==> config.mk <==
export PLATFORM = sky130hd
export DESIGN_NAME = mctf_timer
export DESIGN_NICKNAME = d
export VERILOG_FILES = /design/src/design/mctf_pkg.sv /design/src/design/mctf_timer.sv
export SDC_FILE = /design/constraint.sdc
export NUM_CORES = 1
export LEC_CHECK = 0
export ABC_CLOCK_PERIOD_IN_PS = 4300
export BUFFER_PORTS_ARGS = -buffer_cell sky130_fd_sc_hd__clkbuf_2
export CAP_MARGIN = 30
export CORE_ASPECT_RATIO = 1.75
export CORE_UTILIZATION = 35
export CTS_CLUSTER_DIAMETER = 50
export DETAILED_ROUTE_END_ITERATION = 8
export SYNTH_ARGS = -nofsm -noshare
export SYNTH_HDL_FRONTEND = slang
export SYNTH_SLANG_ARGS = --single-unit
export TNS_END_PERCENT = 10
==> constraint.sdc <==
create_clock -name clk -period 4.3 [get_ports clk]
set_input_delay 0.43 -clock clk [delete_from_list [all_inputs] [get_ports clk]]
set_output_delay 0.43 -clock clk [all_outputs]
set_load 0.02 [all_outputs]
==> src/design/mctf_pkg.sv <==
package mctf_pkg;
  localparam int CNT_W = 16;
  localparam int NUM_CH = 4;
  localparam logic [15:0] PSC_RESET = 16'h0000;
  localparam logic [15:0] ARR_RESET = 16'hffff;
  localparam logic [7:0] DT_RESET = 8'h00;
  localparam logic [15:0] CNT_RESET = 16'h0000;

  typedef enum logic [1:0] {
    MCTF_DIR_UP,
    MCTF_DIR_DOWN,
    MCTF_DIR_UPDOWN
  } mctf_count_mode_type;

  typedef enum logic [2:0] {
    MCTF_CH_OFF,
    MCTF_CH_CAPTURE,
    MCTF_CH_COMPARE,
    MCTF_CH_PWM_EDGE,
    MCTF_CH_PWM_CENTER,
    MCTF_CH_ONE_PULSE
  } mctf_ch_mode_type;

  typedef enum logic [1:0] {
    MCTF_CLK_INTERNAL,
    MCTF_CLK_ENCODER,
    MCTF_CLK_HALL
  } mctf_clk_src_type;

  typedef struct packed {
    logic                enable;
    mctf_count_mode_type count_mode;
    mctf_clk_src_type    clk_src;
    logic [15:0]         prescale;
    logic [15:0]         reload;
    logic                debug_freeze;
    logic                trig_start;
    logic                trig_reset;
    logic [7:0]          dead_time;
  } mctf_cfg_type;
endpackage

==> src/design/mctf_timer.sv <==
`timescale 1ns/10ps
module mctf_timer #(
  parameter int  NUM_CH    = mctf_pkg::NUM_CH,
  parameter bit  UP_ONLY   = 1'b0,
  parameter bit  HAS_COMPL = 1'b1
) (
  // clock and reset
  input  wire logic                 clk,
  input  wire logic                 reset_n,
  // configuration
  input  wire mctf_pkg::mctf_cfg_type cfg,
  input  wire mctf_pkg::mctf_ch_mode_type [3:0] ch_mode,
  input  wire logic [3:0][15:0]     ch_compare,
  input  wire logic                 update_flag_clr,
  input  wire logic [3:0]           capture_flag_clr,
  // system
  input  wire logic                 debug_halt,
  input  wire logic                 trig_in,
  // pins
  input  wire logic [3:0]           ch_in,
  input  wire logic [2:0]           hall_in,
  // status
  output logic [15:0]               count_q,
  output logic                      update_flag_q,
  output logic [3:0]                capture_flag_q,
  output logic [3:0][15:0]          capture_q,
  output logic                      trig_out_q,
  output logic                      dac_trig_q,
  output logic                      dma_req_q,
  output logic [3:0]                ch_out_q,
  output logic [3:0]                ch_out_n_q
);
  logic [3:0] in_s1_q, in_s2_q, in_s3_q;
  logic [2:0] hall_s1_q, hall_s2_q, hall_s3_q;
  logic       trig_s1_q, trig_s2_q, trig_s3_q;
  logic [15:0] psc_q;
  logic       down_q, running_q;
  logic [3:0] raw_q, raw_d, opm_done_q;
  logic [3:0][7:0] dt_q;
  logic       tick, upd, quad_step, quad_dir, hall_chg, trig_rise;
  logic [15:0] reload;

  always_ff @(posedge clk or negedge reset_n) begin
    if (!reset_n) begin
      in_s1_q   <= '0;
      in_s2_q   <= '0;
      in_s3_q   <= '0;
      hall_s1_q <= '0;
      hall_s2_q <= '0;
      hall_s3_q <= '0;
      trig_s1_q <= 1'b0;
      trig_s2_q <= 1'b0;
      trig_s3_q <= 1'b0;
    end else begin
      in_s1_q   <= ch_in;
      in_s2_q   <= in_s1_q;
      in_s3_q   <= in_s2_q;
      hall_s1_q <= hall_in;
      hall_s2_q <= hall_s1_q;
      hall_s3_q <= hall_s2_q;
      trig_s1_q <= trig_in;
      trig_s2_q <= trig_s1_q;
      trig_s3_q <= trig_s2_q;
    end
  end

  assign reload = cfg.reload;
  // channel 1/2 inputs act as quadrature A/B in encoder mode
  assign quad_step = (in_s2_q[0] ^ in_s3_q[0]) | (in_s2_q[1] ^ in_s3_q[1]);
  // quad_dir high means count up: phase A leading phase B
  assign quad_dir  = (in_s2_q[0] ^ in_s3_q[0]) ? (in_s2_q[0] != in_s2_q[1])
                                                : (in_s2_q[1] == in_s2_q[0]);
  assign hall_chg  = |(hall_s2_q ^ hall_s3_q);
  assign trig_rise = trig_s2_q & ~trig_s3_q;

  // run control: external trigger may start the counter
  always_ff @(posedge clk or negedge reset_n) begin
    if (!reset_n) running_q <= 1'b0;
    else running_q <= cfg.enable & (running_q | ~cfg.trig_start | trig_rise);
  end

  always_comb begin
    case (cfg.clk_src)
      mctf_pkg::MCTF_CLK_ENCODER: tick = quad_step;
      mctf_pkg::MCTF_CLK_HALL:    tick = hall_chg;
      // >= so lowering the prescale mid-period cannot stall the counter
      default:                    tick = (psc_q >= cfg.prescale);
    endcase
    tick = tick & running_q & ~(debug_halt & cfg.debug_freeze);
  end

  // prescaler divides by prescale+1, so 1..65536
  always_ff @(posedge clk or negedge reset_n) begin
    if (!reset_n) psc_q <= mctf_pkg::PSC_RESET;
    else if (!running_q || (psc_q >= cfg.prescale)) psc_q <= '0;
    else if (!(debug_halt & cfg.debug_freeze)) psc_q <= psc_q + 16'h0001;
  end

  logic dn;
  always_comb begin
    if (cfg.clk_src == mctf_pkg::MCTF_CLK_ENCODER) dn = ~quad_dir & ~UP_ONLY;
    else dn = down_q & ~UP_ONLY;
  end
  assign upd = tick & (dn ? (count_q == 16'h0000) : (count_q >= reload));

  always_ff @(posedge clk or negedge reset_n) begin
    if (!reset_n) begin
      count_q <= mctf_pkg::CNT_RESET;
      down_q  <= 1'b0;
    end else if (cfg.enable && trig_rise && cfg.trig_reset) begin
      // also on the starting trigger, so a started timer begins in step with its master
      count_q <= '0;
      down_q  <= 1'b0;
    end else if (tick && cfg.clk_src == mctf_pkg::MCTF_CLK_ENCODER) begin
      // direction follows the phase order, not the count mode
      down_q  <= dn;
      if (dn) count_q <= (count_q == 16'h0000) ? reload : count_q - 16'h0001;
      else count_q <= (count_q >= reload) ? '0 : count_q + 16'h0001;
    end else if (tick) begin
      case (UP_ONLY ? mctf_pkg::MCTF_DIR_UP : cfg.count_mode)
        mctf_pkg::MCTF_DIR_DOWN: begin
          down_q  <= 1'b1;
          count_q <= (count_q == 16'h0000) ? reload : count_q - 16'h0001;
        end
        mctf_pkg::MCTF_DIR_UPDOWN: begin
          if (!down_q && count_q >= reload) begin
            down_q  <= 1'b1;
            count_q <= count_q - 16'h0001;
          end else if (down_q && count_q == 16'h0000) begin
            down_q  <= 1'b0;
            count_q <= 16'h0001;
          end else count_q <= down_q ? count_q - 16'h0001 : count_q + 16'h0001;
        end
        default: begin
          down_q  <= 1'b0;
          count_q <= (count_q >= reload) ? '0 : count_q + 16'h0001;
        end
      endcase
    end
  end

  // update event feeds trigger link, DAC trigger and DMA request
  always_ff @(posedge clk or negedge reset_n) begin
    if (!reset_n) begin
      trig_out_q    <= 1'b0;
      dac_trig_q    <= 1'b0;
      dma_req_q     <= 1'b0;
      update_flag_q <= 1'b0;
    end else begin
      trig_out_q <= upd;
      dac_trig_q <= upd;
      dma_req_q  <= upd;
      update_flag_q <= upd | (update_flag_q & ~update_flag_clr);
    end
  end

  for (genvar i = 0; i < 4; i++) begin : g_ch
    if (i < NUM_CH) begin : g_on
      logic cap_ev;
      assign cap_ev = (ch_mode[i] == mctf_pkg::MCTF_CH_CAPTURE) & in_s2_q[i] & ~in_s3_q[i];
      always_ff @(posedge clk or negedge reset_n) begin
        if (!reset_n) begin
          capture_q[i]      <= '0;
          capture_flag_q[i] <= 1'b0;
        end else begin
          if (cap_ev) capture_q[i] <= count_q;
          capture_flag_q[i] <= cap_ev | (capture_flag_q[i] & ~capture_flag_clr[i]);
        end
      end
      // compare >= reload+1 gives fully on, 0 gives fully off
      always_comb begin
        case (ch_mode[i])
          mctf_pkg::MCTF_CH_PWM_EDGE, mctf_pkg::MCTF_CH_PWM_CENTER:
            raw_d[i] = (count_q < ch_compare[i]);
          mctf_pkg::MCTF_CH_COMPARE:
            raw_d[i] = (tick && count_q == ch_compare[i]) ? ~raw_q[i] : raw_q[i];
          mctf_pkg::MCTF_CH_ONE_PULSE:
            raw_d[i] = ~opm_done_q[i] & (count_q >= ch_compare[i]);
          default: raw_d[i] = 1'b0;
        endcase
      end
      always_ff @(posedge clk or negedge reset_n) begin
        if (!reset_n) begin
          raw_q[i]      <= 1'b0;
          opm_done_q[i] <= 1'b0;
          dt_q[i]       <= '0;
          ch_out_q[i]   <= 1'b0;
          ch_out_n_q[i] <= 1'b0;
        end else begin
          raw_q[i] <= raw_d[i];
          if (ch_mode[i] != mctf_pkg::MCTF_CH_ONE_PULSE) opm_done_q[i] <= 1'b0;
          else if (upd && !dn) opm_done_q[i] <= 1'b1;
          // dead time: both sides low until the delay after each edge
          if (raw_d[i] != raw_q[i]) dt_q[i] <= cfg.dead_time;
          else if (dt_q[i] != 8'h00) dt_q[i] <= dt_q[i] - 8'h01;
          // both sides read raw_q, so the pair can never be high together
          ch_out_q[i]   <= raw_q[i] & (dt_q[i] == 8'h00);
          ch_out_n_q[i] <= HAS_COMPL & ~raw_q[i] & (dt_q[i] == 8'h00)
                           & (ch_mode[i] != mctf_pkg::MCTF_CH_OFF);
        end
      end
    end else begin : g_off
      assign raw_d[i] = 1'b0;
      always_ff @(posedge clk or negedge reset_n) begin
        if (!reset_n) begin
          capture_q[i] <= '0; capture_flag_q[i] <= 1'b0; raw_q[i] <= 1'b0;
          opm_done_q[i] <= 1'b0; dt_q[i] <= '0; ch_out_q[i] <= 1'b0; ch_out_n_q[i] <= 1'b0;
        end else begin
          capture_q[i] <= '0; capture_flag_q[i] <= 1'b0; raw_q[i] <= 1'b0;
          opm_done_q[i] <= 1'b0; dt_q[i] <= '0; ch_out_q[i] <= 1'b0; ch_out_n_q[i] <= 1'b0;
        end
      end
    end
  end
endmodule

-- After elaboration in Yosys (flattened, before gate mapping)
Cells that the tools add are included.
- flip-flop bits (word level): 176
- add/subtract/negate cells: 7
- magnitude comparators: 10
- equal/unequal tests: 40
- multiplexer cells: 43
- bitwise operators: 67
- reductions and logical operators: 42
- operator list (operator ; number):
    two-way mux 16 bit ; 11
    greater-or-equal comparator 16 bit ; 6
    == test 16 bit ; 4
    < comparator 16 bit ; 4
    two-way mux 8 bit ; 8
    bitwise AND 1 bit ; 35
    adder 16 x 1 -> 16 bit (second input constant) ; 2
    logical NOT 8 bit ; 4
    case mux 16 bit (2 select lines) ; 1
    nonzero test 8 bit ; 4
    subtractor 8 x 1 -> 8 bit (second input constant) ; 4
    == test 3 x 2 -> 1 bit (second input constant) ; 8
    == test 3 bit (second input constant) ; 8
    NOT 1 bit ; 21
    two-way mux 1 bit ; 17
    logical NOT 16 bit ; 1
    nonzero test 2 bit ; 8
    subtractor 16 x 1 -> 16 bit (second input constant) ; 1
    nonzero test 3 bit ; 5
    == test 3 x 1 -> 1 bit (second input constant) ; 4
    != test 3 bit (second input constant) ; 4
    case mux 1 bit (3 select lines) ; 4
    logical AND 1 bit ; 10
    bitwise OR 1 bit ; 8
    other kinds (14) ; 27

-- Depth between registers and ports, before layout
- depth after elaboration: 10
- gate-level depth with buffers: 12

-- Least setup slack after synthesis
No wires, ideal clock.
- path kind: reg2reg
- from: reg count_q[0]
- to: reg count_q[10]
- setup time: 132 ps
- arrival time: 3150 ps
- setup slack: 1017 ps
- cell stages (with the launch flop): 11
- cell sequence: dfrtp_1 > clkbuf_1 > inv_1 > ha_1 > or4b_4 > or3_4 > or4_1 > xor2_1 > a21oi_1 > a2111oi_0 > o31ai_1
- longest elaborated chain between the ends: 8
- elaborated cells between the ends (all ways): 16
- classes of those cells: add/sub: 2; order compare: 1; mux: 10; reduce/logical: 3
- ends and longest elaborated chain (item ; line ; RTL):
    start, declared ; mctf_timer.sv:23 ; output logic [15:0] count_q,
    start signal, assigned ; mctf_timer.sv:108 ; count_q <= mctf_pkg::CNT_RESET;
    start signal, assigned ; mctf_timer.sv:117 ; if (dn) count_q <= (count_q == 16'h0000) ? reload : count_q - 16'h0001;
    start signal, assigned ; mctf_timer.sv:118 ; else count_q <= (count_q >= reload) ? '0 : count_q + 16'h0001;
    adder 16 x 1 -> 16 bit, or another cell as far along ; mctf_timer.sv:118, mctf_timer.sv:132, mctf_timer.sv:136 ;
    two-way mux 16 bit / logical AND 1 bit (equally long branches) ; mctf_timer.sv:132, mctf_timer.sv:129 ;
    two-way mux 16 bit ; mctf_timer.sv:129 ; end else if (down_q && count_q == 16'h0000) begin
    two-way mux 16 bit ; mctf_timer.sv:126 ; if (!down_q && count_q >= reload) begin
    case mux 16 bit (2 select lines) ; mctf_timer.sv:120 ; case (UP_ONLY ? mctf_pkg::MCTF_DIR_UP : cfg.count_mode)
    two-way mux 16 bit ; mctf_timer.sv:119 ; end else if (tick) begin
    two-way mux 16 bit (*) ; mctf_timer.sv:114 ; end else if (tick && cfg.clk_src == mctf_pkg::MCTF_CLK_ENCODER) begin
    two-way mux 16 bit (*) ; mctf_timer.sv:110 ; end else if (cfg.enable && trig_rise && cfg.trig_reset) begin
Every way passes the cells marked *; elsewhere a longest branch is shown, timed or not. The select of a mux whose other input is x is not followed.
A chain may end at the register's enable or synchronous reset.

-- Final worst setup path
Same ends and word-level chain as after synthesis.

==> flow_summary.json <==
{
  "ir_drop_v": 0.000330,
  "start_util": 0.356,
  "ys_top_cells_by_count": "176 x dfrtp_1, 131 x inv_1, 108 x ha_1, 96 x nor2_1, 88 x nand2_1",
  "path_delay_family": "simple AND/OR/NAND/NOR gates",
  "ys_seq_area_frac": 0.375,
  "synthMuxAreaShare": 0.0921,
  "setup_viol": 0,
  "synth_xor_xnor_area_share": 0.0507,
  "io_pins": 236,
  "fillers": 3314,
  "timing.reg2reg.setup_slack_ns": 0.68,
  "required_ns": 4.62,
  "yosys.area.top_type": "dfrtp_1",
  "ys_types": 81,
  "synth_seq_cells": 176,
  "critPathBufInv": 1,
  "yosys.area.top_type_share": 0.375,
  "syn_to_final_growth_pct": 19.5,
  "syn_area_mm2": 0.0118,
  "fin_tns_setup_ns": 0,
  "drtIter0Drc": 584,
  "fin_area_mm2": 0.0140,
  "placementRows": 88,
  "cpMaxStageDelayCell": "dfrtp_1",
  "wirelength_um": 38900,
  "routedWlPerCell_um": 20.3,
  "period_share": 0.841,
  "power_mw": 7.24,
  "holdBufCountCts": 0,
  "synthAdderAreaFrac": 0.115,
  "dp_slack_ns": 0.753,
  "grt_util_all_layers": 0.233,
  "cts_setup_buffers": 0,
  "p_leak_nw": 7.06,
  "dr.pass1.iters": 5,
  "path_class": "flop to flop",
  "max_cap_viol_count": 0,
  "path_cells": "inv_1 -> ha_1 -> or4b_4 -> or3_4 -> or4_1 -> xor2_1 -> a21oi_1 -> a2111oi_0 -> o31ai_1",
  "yosysMostFrequentCell": "dfrtp_1",
  "cts-root-buf": "clkbuf_16",
  "startpoint_type": "flop",
  "drv_slew": 0,
  "io_buffers": 235,
  "nNetsFinal": 1745,
  "synth_edf_count": 0,
  "cts.sinks": 176,
  "overflow": 0,
  "n_antenna_cell": 0,
  "die_w_um": 141,
  "hp-class": "primary input to async pin",
  "synth-simple-area-share": 0.171,
  "cts_made_buffers": 17,
  "via_count": 10566,
  "fin_util": 0.425,
  "fmax_ghz": 0.277,
  "h-tree-depth": 4,
  "dieArea_mm2": 0.0344,
  "fp.coreArea_mm2": 0.0330,
  "via_per_inst": 5.52,
  "layout-drive-gt1-share": 0.264,
  "gp_congestion": 0.947,
  "synth_fp_nets": 1511,
  "worst_slew_pin_slew_ns": 0.890,
  "cts_tree": "done",
  "skew_ns": 0.0141,
  "rsz0062_at_grt": "no",
  "cts_buffer_depth": 2,
  "avgSynthCellArea_um2": 9.31,
  "p_per_area_mw_per_mm2": 516,
  "synth_top_family_by_area": "simple AND/OR/NAND/NOR gates",
  "critPathCaptureType": "flop",
  "r2r_end": "count_q[10]",
  "cts.repair.resized": 0,
  "relSlewSlack": 0.407,
  "worst_slack_ns": 0.685,
  "grt_pass1_vias": 11042,
  "worstSkewPairLatency_ns": 0.45,
  "critical_path_arrival_ns": 3.93,
  "cpPeakStageDelay_ns": 0.53,
  "yosysWarnings": 0,
  "antenna_found_initial": 0,
  "die_h_um": 244,
  "synth_area_leaders": "dfrtp_1 37%, ha_1 11%, mux2_2 7.9%",
  "cp_max_fo": 14,
  "route.detailed.drc": 0,
  "r2r-start": "count_q[0]",
  "clk_pin_slew_ns": 0.07,
  "final.min_clock_period_ns": 3.62,
  "ant_nets": 0,
  "placed_cell_area_mm2": 0.0135,
  "synth_compound_area_frac": 0.135,
  "grt_max_degree": 91,
  "synth_top_flop_cell": "dfrtp_1",
  "grt_pass1_wl_um": 60200,
  "netlist_instances": 1263,
  "status": "completed",
  "synthArstFlopShare": 1.00,
  "finalHoldViolations": 0,
  "post-dp-hpwl_um": 30400,
  "r2r_cells": 9
}
## how the worst max path moves through the flow
stage               depth (start not counted)     endpoint  slack (ns)       start
floorplan                                  10  count_q[10]        1.02  count_q[0]
global placement                            9  count_q[10]        0.81  count_q[0]
detailed placement                         10      dt_q[2]        0.75  count_q[0]
CTS                                        10      dt_q[3]        0.73  count_q[0]
global route                                9     dt_q[15]        0.43  count_q[7]
finish                                      9  count_q[10]        0.68  count_q[0]
## where the power goes
group	internal [mW]	leakage [nW]	switching, mW
Sequential	2.06	2.26	0.473
Combinational	1.36	4.55	1.88
Clock	0.764	0.257	0.709
Total	4.18	7.06	3.06
## cells in the final DEF (no fill, tap or decap), drive strengths merged, types with 15 or more instances in the layout
cell type	count
nand3	36
ha	108
o21ai	59
nor3	41
nand2	88
o211ai	15
mux2	89
nor2	96
nor4	20
inv	135
buf	32
xor2	29
a211oi	19
xnor2	39
nand4	22
clkbuf	257
a21oi	59
dfrtp	176
## kinds of logic after synthesis
| family | count (synthesis) |
|---|---|
| multiplexers | 97 |
| XOR/XNOR | 68 |
| buffers and inverters | 183 |
| adder cells (fa/ha/maj) | 108 |
| AO/OA/AOI/OAI | 241 |
| flip-flops | 176 |
| AND/OR/NAND/NOR | 390 |
## cell type report
class                   instances  area [um2]  area share
clock buffers                  22         454      0.0323
clock inverters                10        80.1     0.00570
inverters                     131         492      0.0350
multi-input cells             904        6630       0.472
flip-flops and latches        176        4400       0.314
well taps                     405         507      0.0361
repair buffers                267        1470       0.105
## layer usage
metal / vias to the layer above / part of all wire / GRT usage
li1: 4950 / - / -
met1: 5051 / 0.36 / 0.237
met2: 422 / 0.51 / 0.424
met3: 143 / 0.054 / 0.0423
met4: 0 / 0.076 / 0.171
met5: - / 0 / 0
## worst register-to-register path, stage by stage, from the launching register on
cell	delay [ns]
dfrtp_1	0.53
inv_1	0.41
ha_1	0.35
or4b_4	0.50
or3_4	0.38
or4_1	0.42
xor2_1	0.22
a21oi_1	0.12
a2111oi_0	0.45
o31ai_1	0.11
## flip-flops by register name, indices dropped and copies added, names as in the netlist, 3 cells and up
| register | cells |
|---|---|
| hall_s3_q | 3 |
| capture_q | 64 |
| in_s3_q | 4 |
| ch_out_q | 4 |
| opm_done_q | 4 |
| hall_s1_q | 3 |
| dt_q | 32 |
| raw_q | 4 |
| count_q | 16 |
| in_s2_q | 4 |
| in_s1_q | 4 |
| hall_s2_q | 3 |
| ch_out_n_q | 4 |
| psc_q | 16 |
| capture_flag_q | 4 |
## metrics by stage
stage / hold slack [ns] / std cells
6_report: 0.0379 / 1915
5_1_grt: 0.0629 / 1915
4_1_cts: 0.0617 / 1914
3_5_place_dp: 0.335 / 1882
3_3_place_gp: 0.333 / 1881
2_1_floorplan: 0.134 / 1263
No activity file was read; power rests on OpenSTA's default activity.
